===== config.mk =====
export PLATFORM = sky130hd
export DESIGN_NAME = dual_timer_status_control
export DESIGN_NICKNAME = d
export VERILOG_FILES = /design/src/design/dual_timer_pkg.sv /design/src/design/timer_core_if.sv /design/src/design/timer_count_core.sv /design/src/design/dual_timer_status_control.sv
export SDC_FILE = /design/constraint.sdc
export NUM_CORES = 1
export LEC_CHECK = 0
export ABC_CLOCK_PERIOD_IN_PS = 8150
export BUFFER_PORTS_ARGS = -buffer_cell sky130_fd_sc_hd__buf_4
export CORE_MARGIN = 3
export CORE_UTILIZATION = 44
export DETAILED_ROUTE_END_ITERATION = 7
export PLACE_DENSITY = 0.69
export SLEW_MARGIN = 10
export SYNTH_ARGS = -nofsm -noshare
export SYNTH_HDL_FRONTEND = slang
export SYNTH_SLANG_ARGS = --single-unit

===== constraint.sdc =====
create_clock -name i_sys_clk -period 8.15 [get_ports i_sys_clk]
set_clock_uncertainty 0.2 [all_clocks]
set_input_delay 2.445 -clock i_sys_clk [delete_from_list [all_inputs] [get_ports i_sys_clk]]
set_output_delay 2.445 -clock i_sys_clk [all_outputs]
set_load 0.1 [all_outputs]

===== src/design/dual_timer_pkg.sv =====
// Shared constants for the dual 8-bit timer status and control block
package dual_timer_pkg;
  // Bus and counter widths and the number of timers
  localparam int DATA_W = 8;
  localparam int ADDR_W = 3;
  localparam int NUM_TIMERS = 2;
  // Register offsets
  localparam logic [ADDR_W-1:0] OFS_STAT_LO = 3'h0;
  localparam logic [ADDR_W-1:0] OFS_STAT_HI = 3'h1;
  localparam logic [ADDR_W-1:0] OFS_MODE_LO = 3'h2;
  localparam logic [ADDR_W-1:0] OFS_MODE_HI = 3'h3;
  localparam logic [ADDR_W-1:0] OFS_SHARED = 3'h4;
  localparam logic [ADDR_W-1:0] OFS_DATA_LO = 3'h5;
  localparam logic [ADDR_W-1:0] OFS_DATA_HI = 3'h6;
  // Status/control register bit positions
  localparam int B_RUN = 7;
  localparam int B_SUSP = 6;
  localparam int B_IRQ_EN = 5;
  localparam int B_MEAS = 4;
  localparam int B_FULL = 3;
  localparam int B_OVF = 2;
  localparam int B_START_LVL = 1;
  localparam int B_OUT_EN = 0;
  // Mode register fields
  localparam int B_OVF_IRQ_EN = 7;
  localparam int F_CLK_SEL_HI = 6;
  localparam int F_CLK_SEL_LO = 4;
  localparam int F_MODE_HI = 3;
  localparam int F_MODE_LO = 0;
  // Shared register fields
  localparam int B_CHAIN = 7;
  localparam int F_FILT_HI = 3;
  localparam int F_FILT_LO = 0;
  // Reset values
  localparam logic [DATA_W-1:0] RST_REG = 8'h00;
  localparam logic [DATA_W-1:0] COUNT_ZERO = 8'h00;
  // Operating mode codes
  localparam logic [3:0] M_ONE_SHOT = 4'h0;
  localparam logic [3:0] M_CONT = 4'h1;
  localparam logic [3:0] M_FREE = 4'h2;
  localparam logic [3:0] M_PWM_FIX = 4'h3;
  localparam logic [3:0] M_PWM_VAR = 4'h4;
  localparam logic [3:0] M_PW_HIGH = 4'h5;
  localparam logic [3:0] M_PW_LOW = 4'h6;
  localparam logic [3:0] M_PW_CYC_R = 4'h7;
  localparam logic [3:0] M_PW_CYC_F = 4'h8;
  localparam logic [3:0] M_PW_HCYC = 4'h9;
  localparam logic [3:0] M_CAP_RISE = 4'ha;
  localparam logic [3:0] M_CAP_FALL = 4'hb;
  localparam logic [3:0] M_CAP_CLR_R = 4'hd;
  localparam logic [3:0] M_CAP_CLR_F = 4'he;
  // Pulse measurement sequencer
  typedef enum logic {PULSE_IDLE, PULSE_MEASURE} pulse_state_t;
endpackage : dual_timer_pkg


===== src/design/timer_core_if.sv =====
// Carrier between the control logic and one counter core
`timescale 1ns/10ps
interface timer_core_if #(
  parameter int W = 8
);
  logic inc;
  logic clr;
  logic [W-1:0] count;
  logic carry;
  modport core (input inc, input clr, output count, output carry);
  modport ctrl (output inc, output clr, input count, input carry);
endinterface : timer_core_if


===== src/design/timer_count_core.sv =====
// Up counter for one timer, with clear and carry out
`timescale 1ns/10ps
module timer_count_core #(
  parameter int W = 8
) (
  input wire logic i_sys_clk,
  input wire logic i_srst,
  timer_core_if.core cif
);
  logic [W-1:0] count;

  // Clear has priority so a stop always lands on zero
  always_ff @(posedge i_sys_clk) begin
    if (i_srst) begin
      count <= '0;
    end else if (cif.clr) begin
      count <= '0;
    end else if (cif.inc) begin
      count <= count + 1'b1;
    end
  end

  // Carry while stepping past the top value
  assign cif.carry = cif.inc & (&count);
  assign cif.count = count;
endmodule : timer_count_core


===== src/design/dual_timer_status_control.sv =====
// Status and control logic for a pair of chainable 8-bit timers
//
// Design decisions made here: the address-and-strobe port and the register offsets.
`timescale 1ns/10ps
module dual_timer_status_control
  import dual_timer_pkg::*;
(
  input wire logic i_sys_clk,
  input wire logic i_srst,
  input wire logic [ADDR_W-1:0] i_addr,
  input wire logic [DATA_W-1:0] i_wr_data,
  input wire logic i_wr_en,
  input wire logic i_rd_en,
  input wire logic i_rmw,
  output logic [DATA_W-1:0] o_rd_data,
  input wire logic [NUM_TIMERS-1:0] i_timer_in,
  input wire logic [NUM_TIMERS-1:0] i_port_out,
  input wire logic [NUM_TIMERS-1:0] i_port_drive_n,
  output logic [NUM_TIMERS-1:0] o_timer_pin,
  output logic [NUM_TIMERS-1:0] o_timer_pin_oe_n,
  output logic [NUM_TIMERS-1:0] o_irq,
  output logic [2:0] o_clk_sel_lo,
  output logic [2:0] o_clk_sel_hi,
  output logic [3:0] o_filter_sel
);
  // Software-visible state
  logic [NUM_TIMERS-1:0] run, susp, irq_en, meas, full, ovf, start_lvl;
  logic [NUM_TIMERS-1:0] out_en;
  logic [DATA_W-1:0] mode_reg [NUM_TIMERS];
  logic [DATA_W-1:0] data [NUM_TIMERS];
  logic [DATA_W-1:0] shared_reg;
  logic [NUM_TIMERS-1:0] next_run, next_susp;
  // Derived control
  logic chain, pair_link;
  logic [3:0] mode [NUM_TIMERS];
  logic [NUM_TIMERS-1:0] is_intv, is_pwmv, is_pwmf, is_pulse, is_cap;
  logic [NUM_TIMERS-1:0] wr_stat, wr_mode, rd_data;
  logic [NUM_TIMERS-1:0] run_eff, susp_eff, live, run_prev, run_rise;
  // Pins and events
  logic [NUM_TIMERS-1:0] in_meta, in_sync, in_prev, rise, fall;
  logic [NUM_TIMERS-1:0] ev_match, ev_carry, ev_meas, xfer, force_xfer;
  logic [NUM_TIMERS-1:0] ev_ovf, restart, p_start, p_end, p_hend, cyclic;
  logic [NUM_TIMERS-1:0] cap_edge, cap_clr, cnt_go, eq, out_lvl;
  pulse_state_t pulse_st [NUM_TIMERS];
  // Counter cores
  logic [NUM_TIMERS-1:0] core_inc, core_clr, core_carry;
  logic [DATA_W-1:0] core_cnt [NUM_TIMERS];

  genvar g;
  generate
    for (g = 0; g < NUM_TIMERS; g++) begin : g_core
      timer_core_if #(.W(DATA_W)) cif ();
      assign cif.inc = core_inc[g];
      assign cif.clr = core_clr[g];
      assign core_cnt[g] = cif.count;
      assign core_carry[g] = cif.carry;
      timer_count_core #(.W(DATA_W)) u_core (
        .i_sys_clk(i_sys_clk),
        .i_srst(i_srst),
        .cif(cif)
      );
    end
  endgenerate

  // Mode decoding and access strobes
  assign chain = shared_reg[B_CHAIN];
  assign pair_link = chain | (|is_pwmv);
  assign o_clk_sel_lo = mode_reg[0][F_CLK_SEL_HI:F_CLK_SEL_LO];
  assign o_clk_sel_hi = mode_reg[1][F_CLK_SEL_HI:F_CLK_SEL_LO];
  assign o_filter_sel = shared_reg[F_FILT_HI:F_FILT_LO];
  always_comb begin
    for (int i = 0; i < NUM_TIMERS; i++) begin
      mode[i] = mode_reg[i][F_MODE_HI:F_MODE_LO];
      is_intv[i] = (mode[i] == M_ONE_SHOT) | (mode[i] == M_CONT);
      is_pwmf[i] = mode[i] == M_PWM_FIX;
      is_pwmv[i] = mode[i] == M_PWM_VAR;
      is_pulse[i] = (mode[i] >= M_PW_HIGH) & (mode[i] <= M_PW_HCYC);
      is_cap[i] = mode[i] >= M_CAP_RISE;
    end
    wr_stat[0] = i_wr_en & (i_addr == OFS_STAT_LO);
    wr_stat[1] = i_wr_en & (i_addr == OFS_STAT_HI);
    wr_mode[0] = i_wr_en & (i_addr == OFS_MODE_LO);
    wr_mode[1] = i_wr_en & (i_addr == OFS_MODE_HI);
    rd_data[0] = i_rd_en & (i_addr == OFS_DATA_LO);
    rd_data[1] = i_rd_en & (i_addr == OFS_DATA_HI);
  end

  // Chained upper timer follows the lower run and suspend
  assign run_eff = {chain ? run[0] : run[1], run[0]};
  assign susp_eff = {chain ? susp[0] : susp[1], susp[0]};
  assign live = run_eff & ~susp_eff;
  assign run_rise = run_eff & ~run_prev;

  // Input pins: two flops, then one more for edge detection
  always_ff @(posedge i_sys_clk) begin
    if (i_srst) begin
      in_meta <= '0;
      in_sync <= '0;
      in_prev <= '0;
      run_prev <= '0;
    end else begin
      in_meta <= i_timer_in;
      in_sync <= in_meta;
      in_prev <= in_sync;
      run_prev <= run_eff;
    end
  end
  assign rise = in_sync & ~in_prev;
  assign fall = ~in_sync & in_prev;

  // Edge roles per pulse width and capture variant
  always_comb begin
    for (int i = 0; i < NUM_TIMERS; i++) begin
      p_start[i] = 1'b0;
      p_end[i] = 1'b0;
      p_hend[i] = 1'b0;
      cyclic[i] = 1'b0;
      case (mode[i])
        M_PW_HIGH: begin
          p_start[i] = rise[i];
          p_end[i] = fall[i];
        end
        M_PW_LOW: begin
          p_start[i] = fall[i];
          p_end[i] = rise[i];
        end
        M_PW_CYC_R: begin
          p_start[i] = rise[i];
          p_end[i] = rise[i];
          cyclic[i] = 1'b1;
        end
        M_PW_CYC_F: begin
          p_start[i] = fall[i];
          p_end[i] = fall[i];
          cyclic[i] = 1'b1;
        end
        M_PW_HCYC: begin
          p_start[i] = rise[i];
          p_end[i] = rise[i];
          p_hend[i] = fall[i];
          cyclic[i] = 1'b1;
        end
        default: begin
        end
      endcase
      case (mode[i])
        M_CAP_RISE, M_CAP_CLR_R: cap_edge[i] = rise[i];
        M_CAP_FALL, M_CAP_CLR_F: cap_edge[i] = fall[i];
        default: cap_edge[i] = rise[i] | fall[i];
      endcase
      cap_edge[i] = cap_edge[i] & is_cap[i] & live[i];
      cap_clr[i] = cap_edge[i] & (mode[i] >= M_CAP_CLR_R);
    end
  end

  // Pulse width sequencer: wait for start edge, then measure
  always_ff @(posedge i_sys_clk) begin
    for (int i = 0; i < NUM_TIMERS; i++) begin
      if (i_srst || !run_eff[i] || !is_pulse[i]) begin
        pulse_st[i] <= PULSE_IDLE;
      end else begin
        case (pulse_st[i])
          PULSE_IDLE: begin
            if (live[i] && p_start[i]) begin
              pulse_st[i] <= PULSE_MEASURE;
            end
          end
          PULSE_MEASURE: begin
            if (live[i] && p_end[i] && !cyclic[i]) begin
              pulse_st[i] <= PULSE_IDLE;
            end
          end
          default: pulse_st[i] <= PULSE_IDLE;
        endcase
      end
    end
  end

  // Counting, matching and measurement events
  always_comb begin
    for (int i = 0; i < NUM_TIMERS; i++) begin
      cnt_go[i] = live[i] & (!is_pulse[i] | (pulse_st[i] == PULSE_MEASURE));
      eq[i] = core_cnt[i] == data[i];
    end
    // Chained match compares all sixteen bits
    ev_match[0] = cnt_go[0] & eq[0] & (!chain | eq[1]);
    ev_match[1] = cnt_go[1] & eq[1] & !chain;
    ev_carry[0] = chain ? core_carry[1] : core_carry[0];
    ev_carry[1] = core_carry[1] & !chain;
    for (int i = 0; i < NUM_TIMERS; i++) begin
      ev_meas[i] = (is_pulse[i] & live[i] & (pulse_st[i] == PULSE_MEASURE)
                    & (p_end[i] | p_hend[i])) | cap_edge[i];
      force_xfer[i] = is_pulse[i] & p_hend[i];
      xfer[i] = ev_meas[i] & (!full[i] | force_xfer[i]);
      ev_ovf[i] = ((is_intv[i] | is_pwmv[i]) & ev_match[i])
                  | ((is_pulse[i] | is_cap[i]) & ev_carry[i]);
      restart[i] = (is_pulse[i] & live[i] & p_start[i]
                    & ((pulse_st[i] == PULSE_IDLE) | cyclic[i]))
                   | cap_clr[i]
                   | ((is_intv[i] | is_pwmv[i]) & ev_match[i]);
    end
    // Stopped counters sit at zero; upper is slaved when chained
    core_clr[0] = !run_eff[0] | restart[0];
    core_inc[0] = cnt_go[0];
    core_clr[1] = chain ? core_clr[0] : (!run_eff[1] | restart[1]);
    core_inc[1] = chain ? core_carry[0] : cnt_go[1];
  end

  // Run and suspend with pair mirroring
  always_comb begin
    next_run = run;
    next_susp = susp;
    for (int i = 0; i < NUM_TIMERS; i++) begin
      if (ev_match[i] && mode[i] == M_ONE_SHOT) begin
        next_run[i] = 1'b0;
      end
    end
    for (int i = 0; i < NUM_TIMERS; i++) begin
      if (wr_stat[i]) begin
        next_run[i] = i_wr_data[B_RUN];
        next_susp[i] = i_wr_data[B_SUSP];
        if (pair_link) begin
          next_susp[1-i] = i_wr_data[B_SUSP];
        end
        if (|is_pwmv) begin
          next_run[1-i] = i_wr_data[B_RUN];
        end else if (chain && !i_wr_data[B_RUN]) begin
          next_run[1-i] = 1'b0;
        end
      end
    end
  end

  always_ff @(posedge i_sys_clk) begin
    if (i_srst) begin
      run <= '0;
      susp <= '0;
    end else begin
      run <= next_run;
      susp <= next_susp;
    end
  end

  // Plain control bits of the status registers
  always_ff @(posedge i_sys_clk) begin
    for (int i = 0; i < NUM_TIMERS; i++) begin
      if (i_srst) begin
        irq_en[i] <= 1'b0;
        out_en[i] <= 1'b0;
        start_lvl[i] <= 1'b0;
      end else if (wr_stat[i]) begin
        irq_en[i] <= i_wr_data[B_IRQ_EN];
        out_en[i] <= i_wr_data[B_OUT_EN];
        // Locked while running, save the slaved upper half
        if (!run_eff[i] || (chain && i == 1)) begin
          start_lvl[i] <= i_wr_data[B_START_LVL];
        end
      end
    end
  end

  // Measure/edge flag: a set in the clearing cycle survives
  always_ff @(posedge i_sys_clk) begin
    for (int i = 0; i < NUM_TIMERS; i++) begin
      if (i_srst) begin
        meas[i] <= 1'b0;
      end else if (!(is_pulse[i] | is_cap[i])) begin
        meas[i] <= 1'b0;
      end else if (chain && i == 1) begin
        meas[i] <= 1'b0;
      end else if (ev_meas[i]) begin
        meas[i] <= 1'b1;
      end else if (wr_stat[i] && !i_wr_data[B_MEAS]) begin
        meas[i] <= 1'b0;
      end
    end
  end

  // Data-full flag: set by a stored result, cleared by a data read
  always_ff @(posedge i_sys_clk) begin
    for (int i = 0; i < NUM_TIMERS; i++) begin
      if (i_srst) begin
        full[i] <= 1'b0;
      end else if (chain && i == 1) begin
        full[i] <= 1'b0;
      end else if (xfer[i]) begin
        full[i] <= 1'b1;
      end else if (rd_data[i]) begin
        full[i] <= 1'b0;
      end
    end
  end

  // Reload/overflow flag
  always_ff @(posedge i_sys_clk) begin
    for (int i = 0; i < NUM_TIMERS; i++) begin
      if (i_srst) begin
        ovf[i] <= 1'b0;
      end else if (chain && i == 1) begin
        ovf[i] <= 1'b0;
      end else if (wr_mode[i] && i_wr_data[F_MODE_HI:F_MODE_LO] == M_PWM_VAR
                   && !is_pwmv[i]) begin
        ovf[i] <= 1'b0;
      end else if (ev_ovf[i]) begin
        ovf[i] <= 1'b1;
      end else if (wr_stat[i] && !i_wr_data[B_OVF]) begin
        ovf[i] <= 1'b0;
      end
    end
  end

  // Mode and shared registers; meant to be set before run
  always_ff @(posedge i_sys_clk) begin
    if (i_srst) begin
      mode_reg[0] <= RST_REG;
      mode_reg[1] <= RST_REG;
      shared_reg <= RST_REG;
    end else if (wr_mode[0]) begin
      mode_reg[0] <= i_wr_data;
    end else if (wr_mode[1]) begin
      mode_reg[1] <= i_wr_data;
    end else if (i_wr_en && i_addr == OFS_SHARED) begin
      shared_reg <= i_wr_data;
    end
  end

  // Data registers: reload value from software, results from counter
  always_ff @(posedge i_sys_clk) begin
    if (i_srst) begin
      data[0] <= COUNT_ZERO;
      data[1] <= COUNT_ZERO;
    end else begin
      if (i_wr_en && i_addr == OFS_DATA_LO) begin
        data[0] <= i_wr_data;
      end
      if (i_wr_en && i_addr == OFS_DATA_HI) begin
        data[1] <= i_wr_data;
      end
      // A result overrides a same-cycle software write
      if (xfer[0]) begin
        data[0] <= core_cnt[0];
        if (chain) begin
          data[1] <= core_cnt[1];
        end
      end
      if (xfer[1] && !chain) begin
        data[1] <= core_cnt[1];
      end
    end
  end

  // Timer output level
  always_ff @(posedge i_sys_clk) begin
    for (int i = 0; i < NUM_TIMERS; i++) begin
      if (i_srst) begin
        out_lvl[i] <= 1'b0;
      end else if (run_rise[i] && !(is_pwmf[i] | is_pwmv[i] | is_cap[i])) begin
        out_lvl[i] <= start_lvl[i];
      end else if ((is_intv[i] | is_pwmv[i]) && ev_match[i]) begin
        out_lvl[i] <= ~out_lvl[i];
      end else if ((mode[i] == M_FREE || is_pwmf[i]) && ev_carry[i]) begin
        out_lvl[i] <= ~out_lvl[i];
      end
    end
  end

  // Pin mux and interrupt requests
  always_comb begin
    for (int i = 0; i < NUM_TIMERS; i++) begin
      if (out_en[i]) begin
        o_timer_pin[i] = (chain && i == 1) ? out_lvl[0] : out_lvl[i];
        o_timer_pin_oe_n[i] = 1'b0;
      end else begin
        o_timer_pin[i] = i_port_out[i];
        o_timer_pin_oe_n[i] = i_port_drive_n[i];
      end
      o_irq[i] = irq_en[i]
                 & (meas[i] | (ovf[i] & mode_reg[i][B_OVF_IRQ_EN]));
    end
  end

  // Register read, answer one cycle after the strobe
  always_ff @(posedge i_sys_clk) begin
    if (i_srst) begin
      o_rd_data <= RST_REG;
    end else if (i_rd_en) begin
      if (i_addr == OFS_STAT_LO || i_addr == OFS_STAT_HI) begin
        for (int i = 0; i < NUM_TIMERS; i++) begin
          if (i_addr[0] == i[0]) begin
            o_rd_data <= {run[i], susp[i], irq_en[i], meas[i] | i_rmw,
                          full[i], ovf[i] | i_rmw, start_lvl[i],
                          out_en[i]};
          end
        end
      end else if (i_addr == OFS_MODE_LO) begin
        o_rd_data <= mode_reg[0];
      end else if (i_addr == OFS_MODE_HI) begin
        o_rd_data <= mode_reg[1];
      end else if (i_addr == OFS_SHARED) begin
        o_rd_data <= shared_reg;
      end else if (i_addr == OFS_DATA_LO) begin
        o_rd_data <= data[0];
      end else if (i_addr == OFS_DATA_HI) begin
        o_rd_data <= data[1];
      end else begin
        o_rd_data <= RST_REG; // Unmapped reads as zero
      end
    end
  end
endmodule : dual_timer_status_control


Word level (Yosys, flattened, before mapping)

Memories as Yosys holds them, arrays and structs flattened.
Cells that the tools add are included.

Register bits: 58
Memory bits (writable): 34
Bits of input ports: 22
Output and inout port bits: 24
Logic and storage cells: 389
Memories kept: 3

Memories:

| memory   | words | width | read ports | clocked after memory_dff | write ports | RTL line                        | text |
|---|---|---|---|---|---|---|---|
| data     | 2     | 8     | 2          | 0                        | 2           | dual_timer_status_control.sv:30 | `logic [DATA_W-1:0] data [NUM_TIMERS];` |
| mode_reg | 2     | 8     | 2          | 0                        | 2           | dual_timer_status_control.sv:29 | `logic [DATA_W-1:0] mode_reg [NUM_TIMERS];` |
| pulse_st | 2     | 1     | 2          | 0                        | 2           | dual_timer_status_control.sv:44 | `pulse_state_t pulse_st [NUM_TIMERS];` |

Add/subtract/negate cells: 2
Magnitude comparators: 8
Equality and inequality tests: 35
Mux-type cells: 113
Bitwise logic cells: 111
Reductions and logical operators: 92

Operator list:

| cell                | number |
|---|---|
| $mux 8              | 14 |
| $mux 1              | 89 |
| $or 1x1->1          | 49 |
| $eq 4x4->1 const B  | 12 |
| $and 1x1->1         | 45 |
| $eq 4x3->1 const B  | 9 |
| $reduce_or 2->1     | 14 |
| $logic_and 1x1->1   | 27 |
| $reduce_or 3->1     | 8 |
| $add 8x1->8 const B | 2 |
| $eq 4x2->1 const B  | 4 |
| $eq 8x8->1          | 2 |
| $ge 4x4->1 const B  | 4 |
| $logic_not 1->1     | 16 |
| $reduce_and 8->1    | 2 |
| $reduce_bool 2->1   | 8 |
| $pmux 1 s2          | 6 |
| $eq 3x3->1 const B  | 3 |
| $not 1->1           | 9 |
| $and 2x2->2         | 4 |
| $eq 4x1->1 const B  | 2 |
| $ge 4x3->1 const B  | 2 |
| $le 4x4->1 const B  | 2 |
| $logic_not 4->1     | 2 |
| 9 further kinds     | 26 |

Logic depth before layout (Yosys ltp)

Gate-level depths: netlist of run 1.

Word-level depth: 15
Depth in mapped cells: 10
Gate-level depth less buffers: 8

By module

A second synthesis of run 1 with hierarchy kept.

Cell total of the unflattened synthesis: 591
Area, all modules: 5,383.9 µm²

By module, submodules not included:

| module                    | instances | cells each | area an instance (µm²) | sequential area each (µm²) |
|---|---|---|---|---|
| dual_timer_status_control | 1         | 511        | 4,675.7                | 1,861.8 |
| timer_count_core          | 2         | 40         | 354.1                  | 160.2 |

Worst setup path before layout of run 1

Ideal clock, no wire load.

Path type: input port to output port
Start: input port i_port_out[1]
End: output port o_timer_pin[1]
Arrival: 3.937 ns
Data required time: 5.505 ns
Path slack: 1.568 ns
Cell stages on the path: 2
Buffers on the path: 0
Cells stage by stage: nor2_1 > a21oi_1

Cells in the longest elaborated chain, start to end: 1

Ends and longest elaborated chain:

| element     | RTL line                         | text |
|---|---|---|
| from (decl) | dual_timer_status_control.sv:17  | `input wire logic [NUM_TIMERS-1:0] i_port_out,` |
| $mux 1      | dual_timer_status_control.sv:370 | `if (out_en[i]) begin` |
| to (decl)   | dual_timer_status_control.sv:19  | `output logic [NUM_TIMERS-1:0] o_timer_pin,` |

No other way between the ends.

Worst setup path in the final report of run 1

Start: input port i_port_out[0]
End: output port o_timer_pin[0]

The elaborated chain is that of the path after synthesis.

==> results of run 1 <==
synthesized netlist by cell type, types with 5 or more instances:
cell / n / area share (%)
a211oi_1: 17 / 2.4
a21oi_1: 25 / 2.3
and2_1: 10 / 1.2
buf_1: 6 / 0.42
buf_4: 11 / 1.5
clkbuf_1: 22 / 1.5
dfxtp_1: 58 / 22
edfxtp_1: 34 / 19
ha_1: 6 / 1.4
inv_1: 23 / 1.6
mux2i_1: 44 / 8.2
mux4_2: 6 / 2.5
nand2_1: 44 / 3.1
nand2b_1: 5 / 0.58
nand3_1: 27 / 2.5
nand4_1: 6 / 0.70
nor2_1: 60 / 4.2
nor2b_1: 16 / 1.9
o21ai_0: 36 / 3.4
xnor2_1: 13 / 2.1
xor2_1: 19 / 3.1
power by group through the flow:
stage	clock network, mW	registers, mW	logic, mW
after floorplan	0	0.530	0.107
after global placement	0	0.524	0.154
after detailed placement	0	0.524	0.155
after CTS	0.439	0.514	0.156
after global routing	0.456	0.517	0.168
final	0.438	0.515	0.156
per-layer routing:
metal | track usage [%] | routed length (µm) | up-vias
met2 | 34.5 | 6590 | 171
met5 | 0 | 0 | -
li1 | - | - | 2132
met3 | 3.63 | 1110 | 22
met1 | 31.9 | 6660 | 2131
met4 | 6.57 | 266 | 0
critical path: stages:
cell and delay (ps):
buf_4 100, mux2_2 250, buf_4 230
through the flow:
step | area (µm²) | instances | hold slack, ps | setup WS (ps) | total power [mW]
2_1_floorplan | 5370 | 584 | 214 | 1570 | 0.638
3_3_place_gp | 5680 | 730 | 226 | 2480 | 0.678
3_5_place_dp | 5680 | 730 | 227 | 2470 | 0.680
4_1_cts | 5990 | 746 | 243 | 2470 | 1.11
5_1_grt | 5990 | 746 | 259 | 2460 | 1.14
6_report | 5990 | 746 | 240 | 2480 | 1.11
cell families (layout without fill, tap and decap cells):
| family | after synthesis | in the layout | share of synthesized area [%] |
|---|---|---|---|
| buf+inv | 67 | 86 | 5.69 |
| simple gates | 210 | 210 | 20.0 |
| mux | 52 | 52 | 11.1 |
| xor+xnor | 32 | 32 | 5.22 |
| fa+ha+maj | 6 | 6 | 1.40 |
| flops | 92 | 92 | 40.6 |
| compound gates | 125 | 125 | 15.9 |
layout make-up:
class	instances	share of cell area, %
tap	143	2.99
timing repair buffer	47	5.89
inverter	23	1.44
clock buffer	9	3.76
clock inverter	7	1.36
sequential	92	36.4
multi-input combinational	425	48.1
worst paths after layout:
check,to,slack [ps],cells after the start
min,in_sync[0],240,1
max reg2reg,data[1][5],4790,6
min reg2reg,in_sync[0],240,1
max,o_timer_pin[0],2480,3
==> flow_metrics.env, run 1 <==
export IMPL_outcome="finished, final reports clean"
export IMPL_relSlewSlack_pct=42.6
export IMPL_cts_tree="done"
export IMPL_die_height_um=116
export IMPL_swShare_pct=29.4
export IMPL_fmax_ghz=0.176
export IMPL_cts_buffers=9
export IMPL_synth_nets=612
export IMPL_num_io_pins=46
export IMPL_grt_util_all_layers_pct=22.2
export IMPL_ys_flop_type="dfxtp_1"
export IMPL_grt_pass1_wl_mm=23.1
export IMPL_cts_hold_buf=0
export IMPL_clockPowerShare_pct=39.5
export IMPL_slew_viol_final=0
export IMPL_seq_power_share_pct=46.5
export IMPL_ant_nets=0
export IMPL_cap_violations=0
export IMPL_gr_total_overflow=0
export IMPL_ys_ff_latch=92
export IMPL_syn_area_mm2=0.00537
export IMPL_cts_resized=0
export IMPL_crit_fanout=1
export IMPL_clock_sinks=92
export IMPL_p_switching_mw=0.325
export IMPL_multi_input_area_mm2=0.00288
export IMPL_globalplace_congestion=0.896
export IMPL_p_per_area_mw_per_mm2=185
export IMPL_drive_gt1_share_pct=13.6
export IMPL_timing_final_crit_share_pct=69.6
export IMPL_cp_required_ps=5510
export IMPL_cts_buffer_depth=2
export IMPL_die_area_mm2=0.0136
export IMPL_ys_warnings_count=0
export IMPL_hp_class="reg2reg"
export IMPL_layout_common_cells="nor2_1, dfxtp_1, buf_4"
export IMPL_place_port_buffers=45
export IMPL_fillers=1116
export IMPL_rsz0062_at_grt="no"
export IMPL_clock_latency_ps=350
export IMPL_internal_power_mw=0.783
export IMPL_vias=4456
export IMPL_crit_arrival_ps=3030
export IMPL_synth_cells=584
export IMPL_hold_viol=0
export IMPL_async_flop_share_pct=0
export IMPL_rows=39
export IMPL_fin_setup_tns_ps=0
export IMPL_syn_area_per_cell_um2=9.19
export IMPL_dp_final_hpwl_mm=10.7
export IMPL_h_tree_depth=3
export IMPL_setup_violations_final=0
export IMPL_yosys_cell_types_count=74
export IMPL_dieWidth_um=116
export IMPL_cp_end_kind="output pin"
export IMPL_hp_start="in_meta[0]"
export IMPL_dr_pass1_iters=7
export IMPL_core_mm2=0.0117
export IMPL_final_common_cell="nor2_1"
export IMPL_avgRoutedWirePerCell_um=19.6
export IMPL_r2r_start="mode_reg[0][1]"
export IMPL_initial_core_util_pct=46.0
export IMPL_grt_pass1_vias=4193
export IMPL_antenna_found_initial=0
export IMPL_fin_util_pct=51.3
export IMPL_clk_pin_slew_ps=70
export IMPL_cts_setup_buffers=0
export IMPL_drc=0
export IMPL_vdd_ir_drop_max_uv=102
export IMPL_crit_start="i_port_out[0]"
export IMPL_seq_area_frac_synth_pct=40.6
export IMPL_grt_max_degree=46
export IMPL_startpoint_type="primary input"
export IMPL_synth_edff_count=34
export IMPL_seq_area_mm2=0.00218
export IMPL_vias_per_cell=5.97
export IMPL_syn_to_final_growth_pct=11.5
export IMPL_nNetsFinal=626
export IMPL_clockRootBuffer="clkbuf_16"
export IMPL_tightest_slew_ps=854
export IMPL_drtIter0Drc=452
export IMPL_total_leakage_power_nw=2.30
export IMPL_path_class="in2out"
export IMPL_min_period_ps=5670
export IMPL_power_frac_comb_pct=14.1
export IMPL_antenna_cells=0
export IMPL_wl_mm=14.6
(Power assumes the default switching activity.)
==> run 2, diff against run 1 <==
--- a/config.mk
+++ b/config.mk
@@ -5,7 +5,8 @@
 export SDC_FILE = /design/constraint.sdc
 export NUM_CORES = 1
 export LEC_CHECK = 0
-export ABC_CLOCK_PERIOD_IN_PS = 8150
+export ABC_AREA = 1
+export ABC_CLOCK_PERIOD_IN_PS = 5400
 export BUFFER_PORTS_ARGS = -buffer_cell sky130_fd_sc_hd__buf_4
 export CORE_MARGIN = 3
 export CORE_UTILIZATION = 44
==> constraint.sdc (replaced) <==
create_clock -name i_sys_clk -period 5.4 [get_ports i_sys_clk]
set_clock_uncertainty 0.2 [all_clocks]
set_input_delay 1.62 -clock i_sys_clk [delete_from_list [all_inputs] [get_ports i_sys_clk]]
set_output_delay 1.62 -clock i_sys_clk [all_outputs]
set_load 0.1 [all_outputs]
==> run 2 against run 1 <==
Effect of this change:
- sequential share of layout area shrank 2.0 points
- sequential power is 50% higher
- utilization grew 0.39 points
==> flow_metrics.env, run 2 <==
export IMPL_relSlewSlack_pct=53.6
export IMPL_setup_violations_final=0
export IMPL_grt_util_all_layers_pct=23.3
export IMPL_grt_max_degree=27
export IMPL_ys_ff_latch=92
export IMPL_yosys_area_share_adder_pct=1.33
export IMPL_cts_tree="done"
export IMPL_gr_total_overflow=0
export IMPL_avgRoutedWirePerCell_um=16.8
export IMPL_antenna_cells=0
export IMPL_cp_end_kind="output pin"
export IMPL_placed_area_mm2=0.00604
export IMPL_design_area_mm2=0.00634
export IMPL_synth_simple_area_share_pct=31.0
export IMPL_hold_viol=0
export IMPL_path_class="in2out"
export IMPL_vias=5323
export IMPL_clockRootBuffer="clkbuf_16"
export IMPL_final_common_cell="nand2_1"
export IMPL_yosys_area_share_xor_xnor_pct=2.63
export IMPL_p_switching_mw=0.503
export IMPL_ys_warnings_count=0
export IMPL_die_area_mm2=0.0142
export IMPL_synth_nets=789
export IMPL_synth_common_cells="nand2_1, inv_1, nor2_1"
export IMPL_yosysMostFrequentCell="nand2_1"
export IMPL_clock_latency_ps=350
export IMPL_initial_core_util_pct=46.1
export IMPL_p_per_area_mw_per_mm2=266
export IMPL_synth_top_family_by_area="simple AND/OR/NAND/NOR gates"
export IMPL_cts_setup_buffers=0
export IMPL_grt_pass1_vias=4971
export IMPL_antenna_found_initial=0
export IMPL_cts_buffers=9
export IMPL_fin_cells=966
export IMPL_seq_power_share_pct=45.7
export IMPL_cts_hold_buf=0
export IMPL_layout_common_cells="nand2_1, inv_1, nor2_1"
export IMPL_min_period_ps=3930
export IMPL_total_leakage_power_nw=2.61
export IMPL_synth_edff_count=34
export IMPL_synth_top_area_share_pct=20.5
export IMPL_vias_per_cell=5.51
export IMPL_cts_buffer_depth=2
export IMPL_clock_sinks=92
export IMPL_core_mm2=0.0123
export IMPL_swShare_pct=29.8
export IMPL_h_tree_depth=3
export IMPL_fmax_ghz=0.255
export IMPL_syn_area_mm2=0.00565
export IMPL_hp_class="reg2reg"
export IMPL_globalplace_congestion=0.984
export IMPL_drc=0
export IMPL_dp_final_hpwl_mm=12.6
export IMPL_synth_largest_area_cell="dfxtp_1"
export IMPL_synth_compound_area_share_pct=15.8
export IMPL_num_io_pins=46
export IMPL_fin_util_pct=51.7
export IMPL_internal_power_mw=1.18
export IMPL_crit_arrival_ps=2110
export IMPL_holdWs_ps=204
export IMPL_p_total_mw=1.69
export IMPL_dr_pass1_iters=5
export IMPL_dieWidth_um=119
export IMPL_setup_ws_ps=1470
export IMPL_wl_mm=16.2
export IMPL_timing_final_crit_share_pct=72.8
export IMPL_power_frac_comb_pct=16.0
export IMPL_cts_resized=0
export IMPL_drtIter0Drc=557
export IMPL_crit_fanout=1
export IMPL_place_port_buffers=45
export IMPL_yosys_cell_types_count=50
export IMPL_die_height_um=119
export IMPL_cap_violations=0
export IMPL_nNetsFinal=821
export IMPL_cp_required_ps=3580
export IMPL_slew_viol_final=0
export IMPL_synthTopCellsByArea="dfxtp_1, edfxtp_1, nand2_1, inv_1, nor2_1"
export IMPL_drive_gt1_share_pct=16.5
export IMPL_outcome="finished, final reports clean"
export IMPL_clk_pin_slew_ps=60
export IMPL_tightest_slew_ps=695
export IMPL_synthMuxAreaShare_pct=0
export IMPL_rows=40
export IMPL_dp_slack_ps=1460
export IMPL_async_flop_share_pct=0
export IMPL_clockPowerShare_pct=38.2
export IMPL_rsz0062_at_grt="no"
export IMPL_ant_nets=0
export IMPL_startpoint_type="primary input"
export IMPL_seq_area_frac_synth_pct=38.6
export IMPL_fin_setup_tns_ps=0
export IMPL_grt_pass1_wl_mm=26.2
export IMPL_ys_flop_type="dfxtp_1"
export IMPL_synth_cells=761
export IMPL_vdd_ir_drop_max_uv=153
export IMPL_syn_to_final_growth_pct=12.2
export IMPL_dp_cells=950
export IMPL_syn_area_per_cell_um2=7.43
[run 2: changes by cell type after synthesis, sizes merged, moves of 20 or more]
cell and delta:
o21ai +29, inv +91, nand3 +34, mux2i -44, nand2 +125, a21oi +20, nor2 +41
[run 2: power by group through the flow]
stage	combinational, mW	sequential [mW]	clock, mW
floorplan	0.177	0.808	0
global placement	0.264	0.785	0
detailed placement	0.268	0.786	0
CTS	0.269	0.771	0.659
global route	0.292	0.774	0.685
finish	0.271	0.772	0.645
[run 2: cells by family after synthesis]
logic type | Yosys count
buffers and inverters | 139
XOR/XNOR | 17
flip-flops | 92
adder cells (fa/ha/maj) | 6
AO/OA/AOI/OAI | 145
AND/OR/NAND/NOR | 362
[run 2: metal layers]
layer / up-vias / wire [µm] / global-route usage (%)
li1: 2573 / - / -
met3: 30 / 1290 / 5.60
met5: - / 0 / 0
met4: 0 / 356 / 7.80
met2: 230 / 7380 / 36.6
met1: 2490 / 7220 / 31.4
[run 2: worst paths after layout]
check / from / end / slack (ps) / cells past startpoint
hold reg to reg: in_meta[1] / in_sync[1] / 200 / 2
hold / removal: in_meta[1] / in_sync[1] / 200 / 2
setup reg to reg: shared_reg[7] / data[1][3] / 2490 / 8
setup / recovery: i_port_out[0] / o_timer_pin[0] / 1470 / 4
[run 2: critical path, stage by stage]
cell and delay (ps):
buf_4 80, nand2_1 40, o21ai_0 60, buf_4 310
[run 2: cell type report]
type	instances	area [µm²]
well taps	168	210
clock inverters	4	28.8
clock buffers	12	279
repair buffers	46	345
flip-flops and latches	92	2180
inverters	114	430
fillers	1196	5920
multi-input cells	530	2870
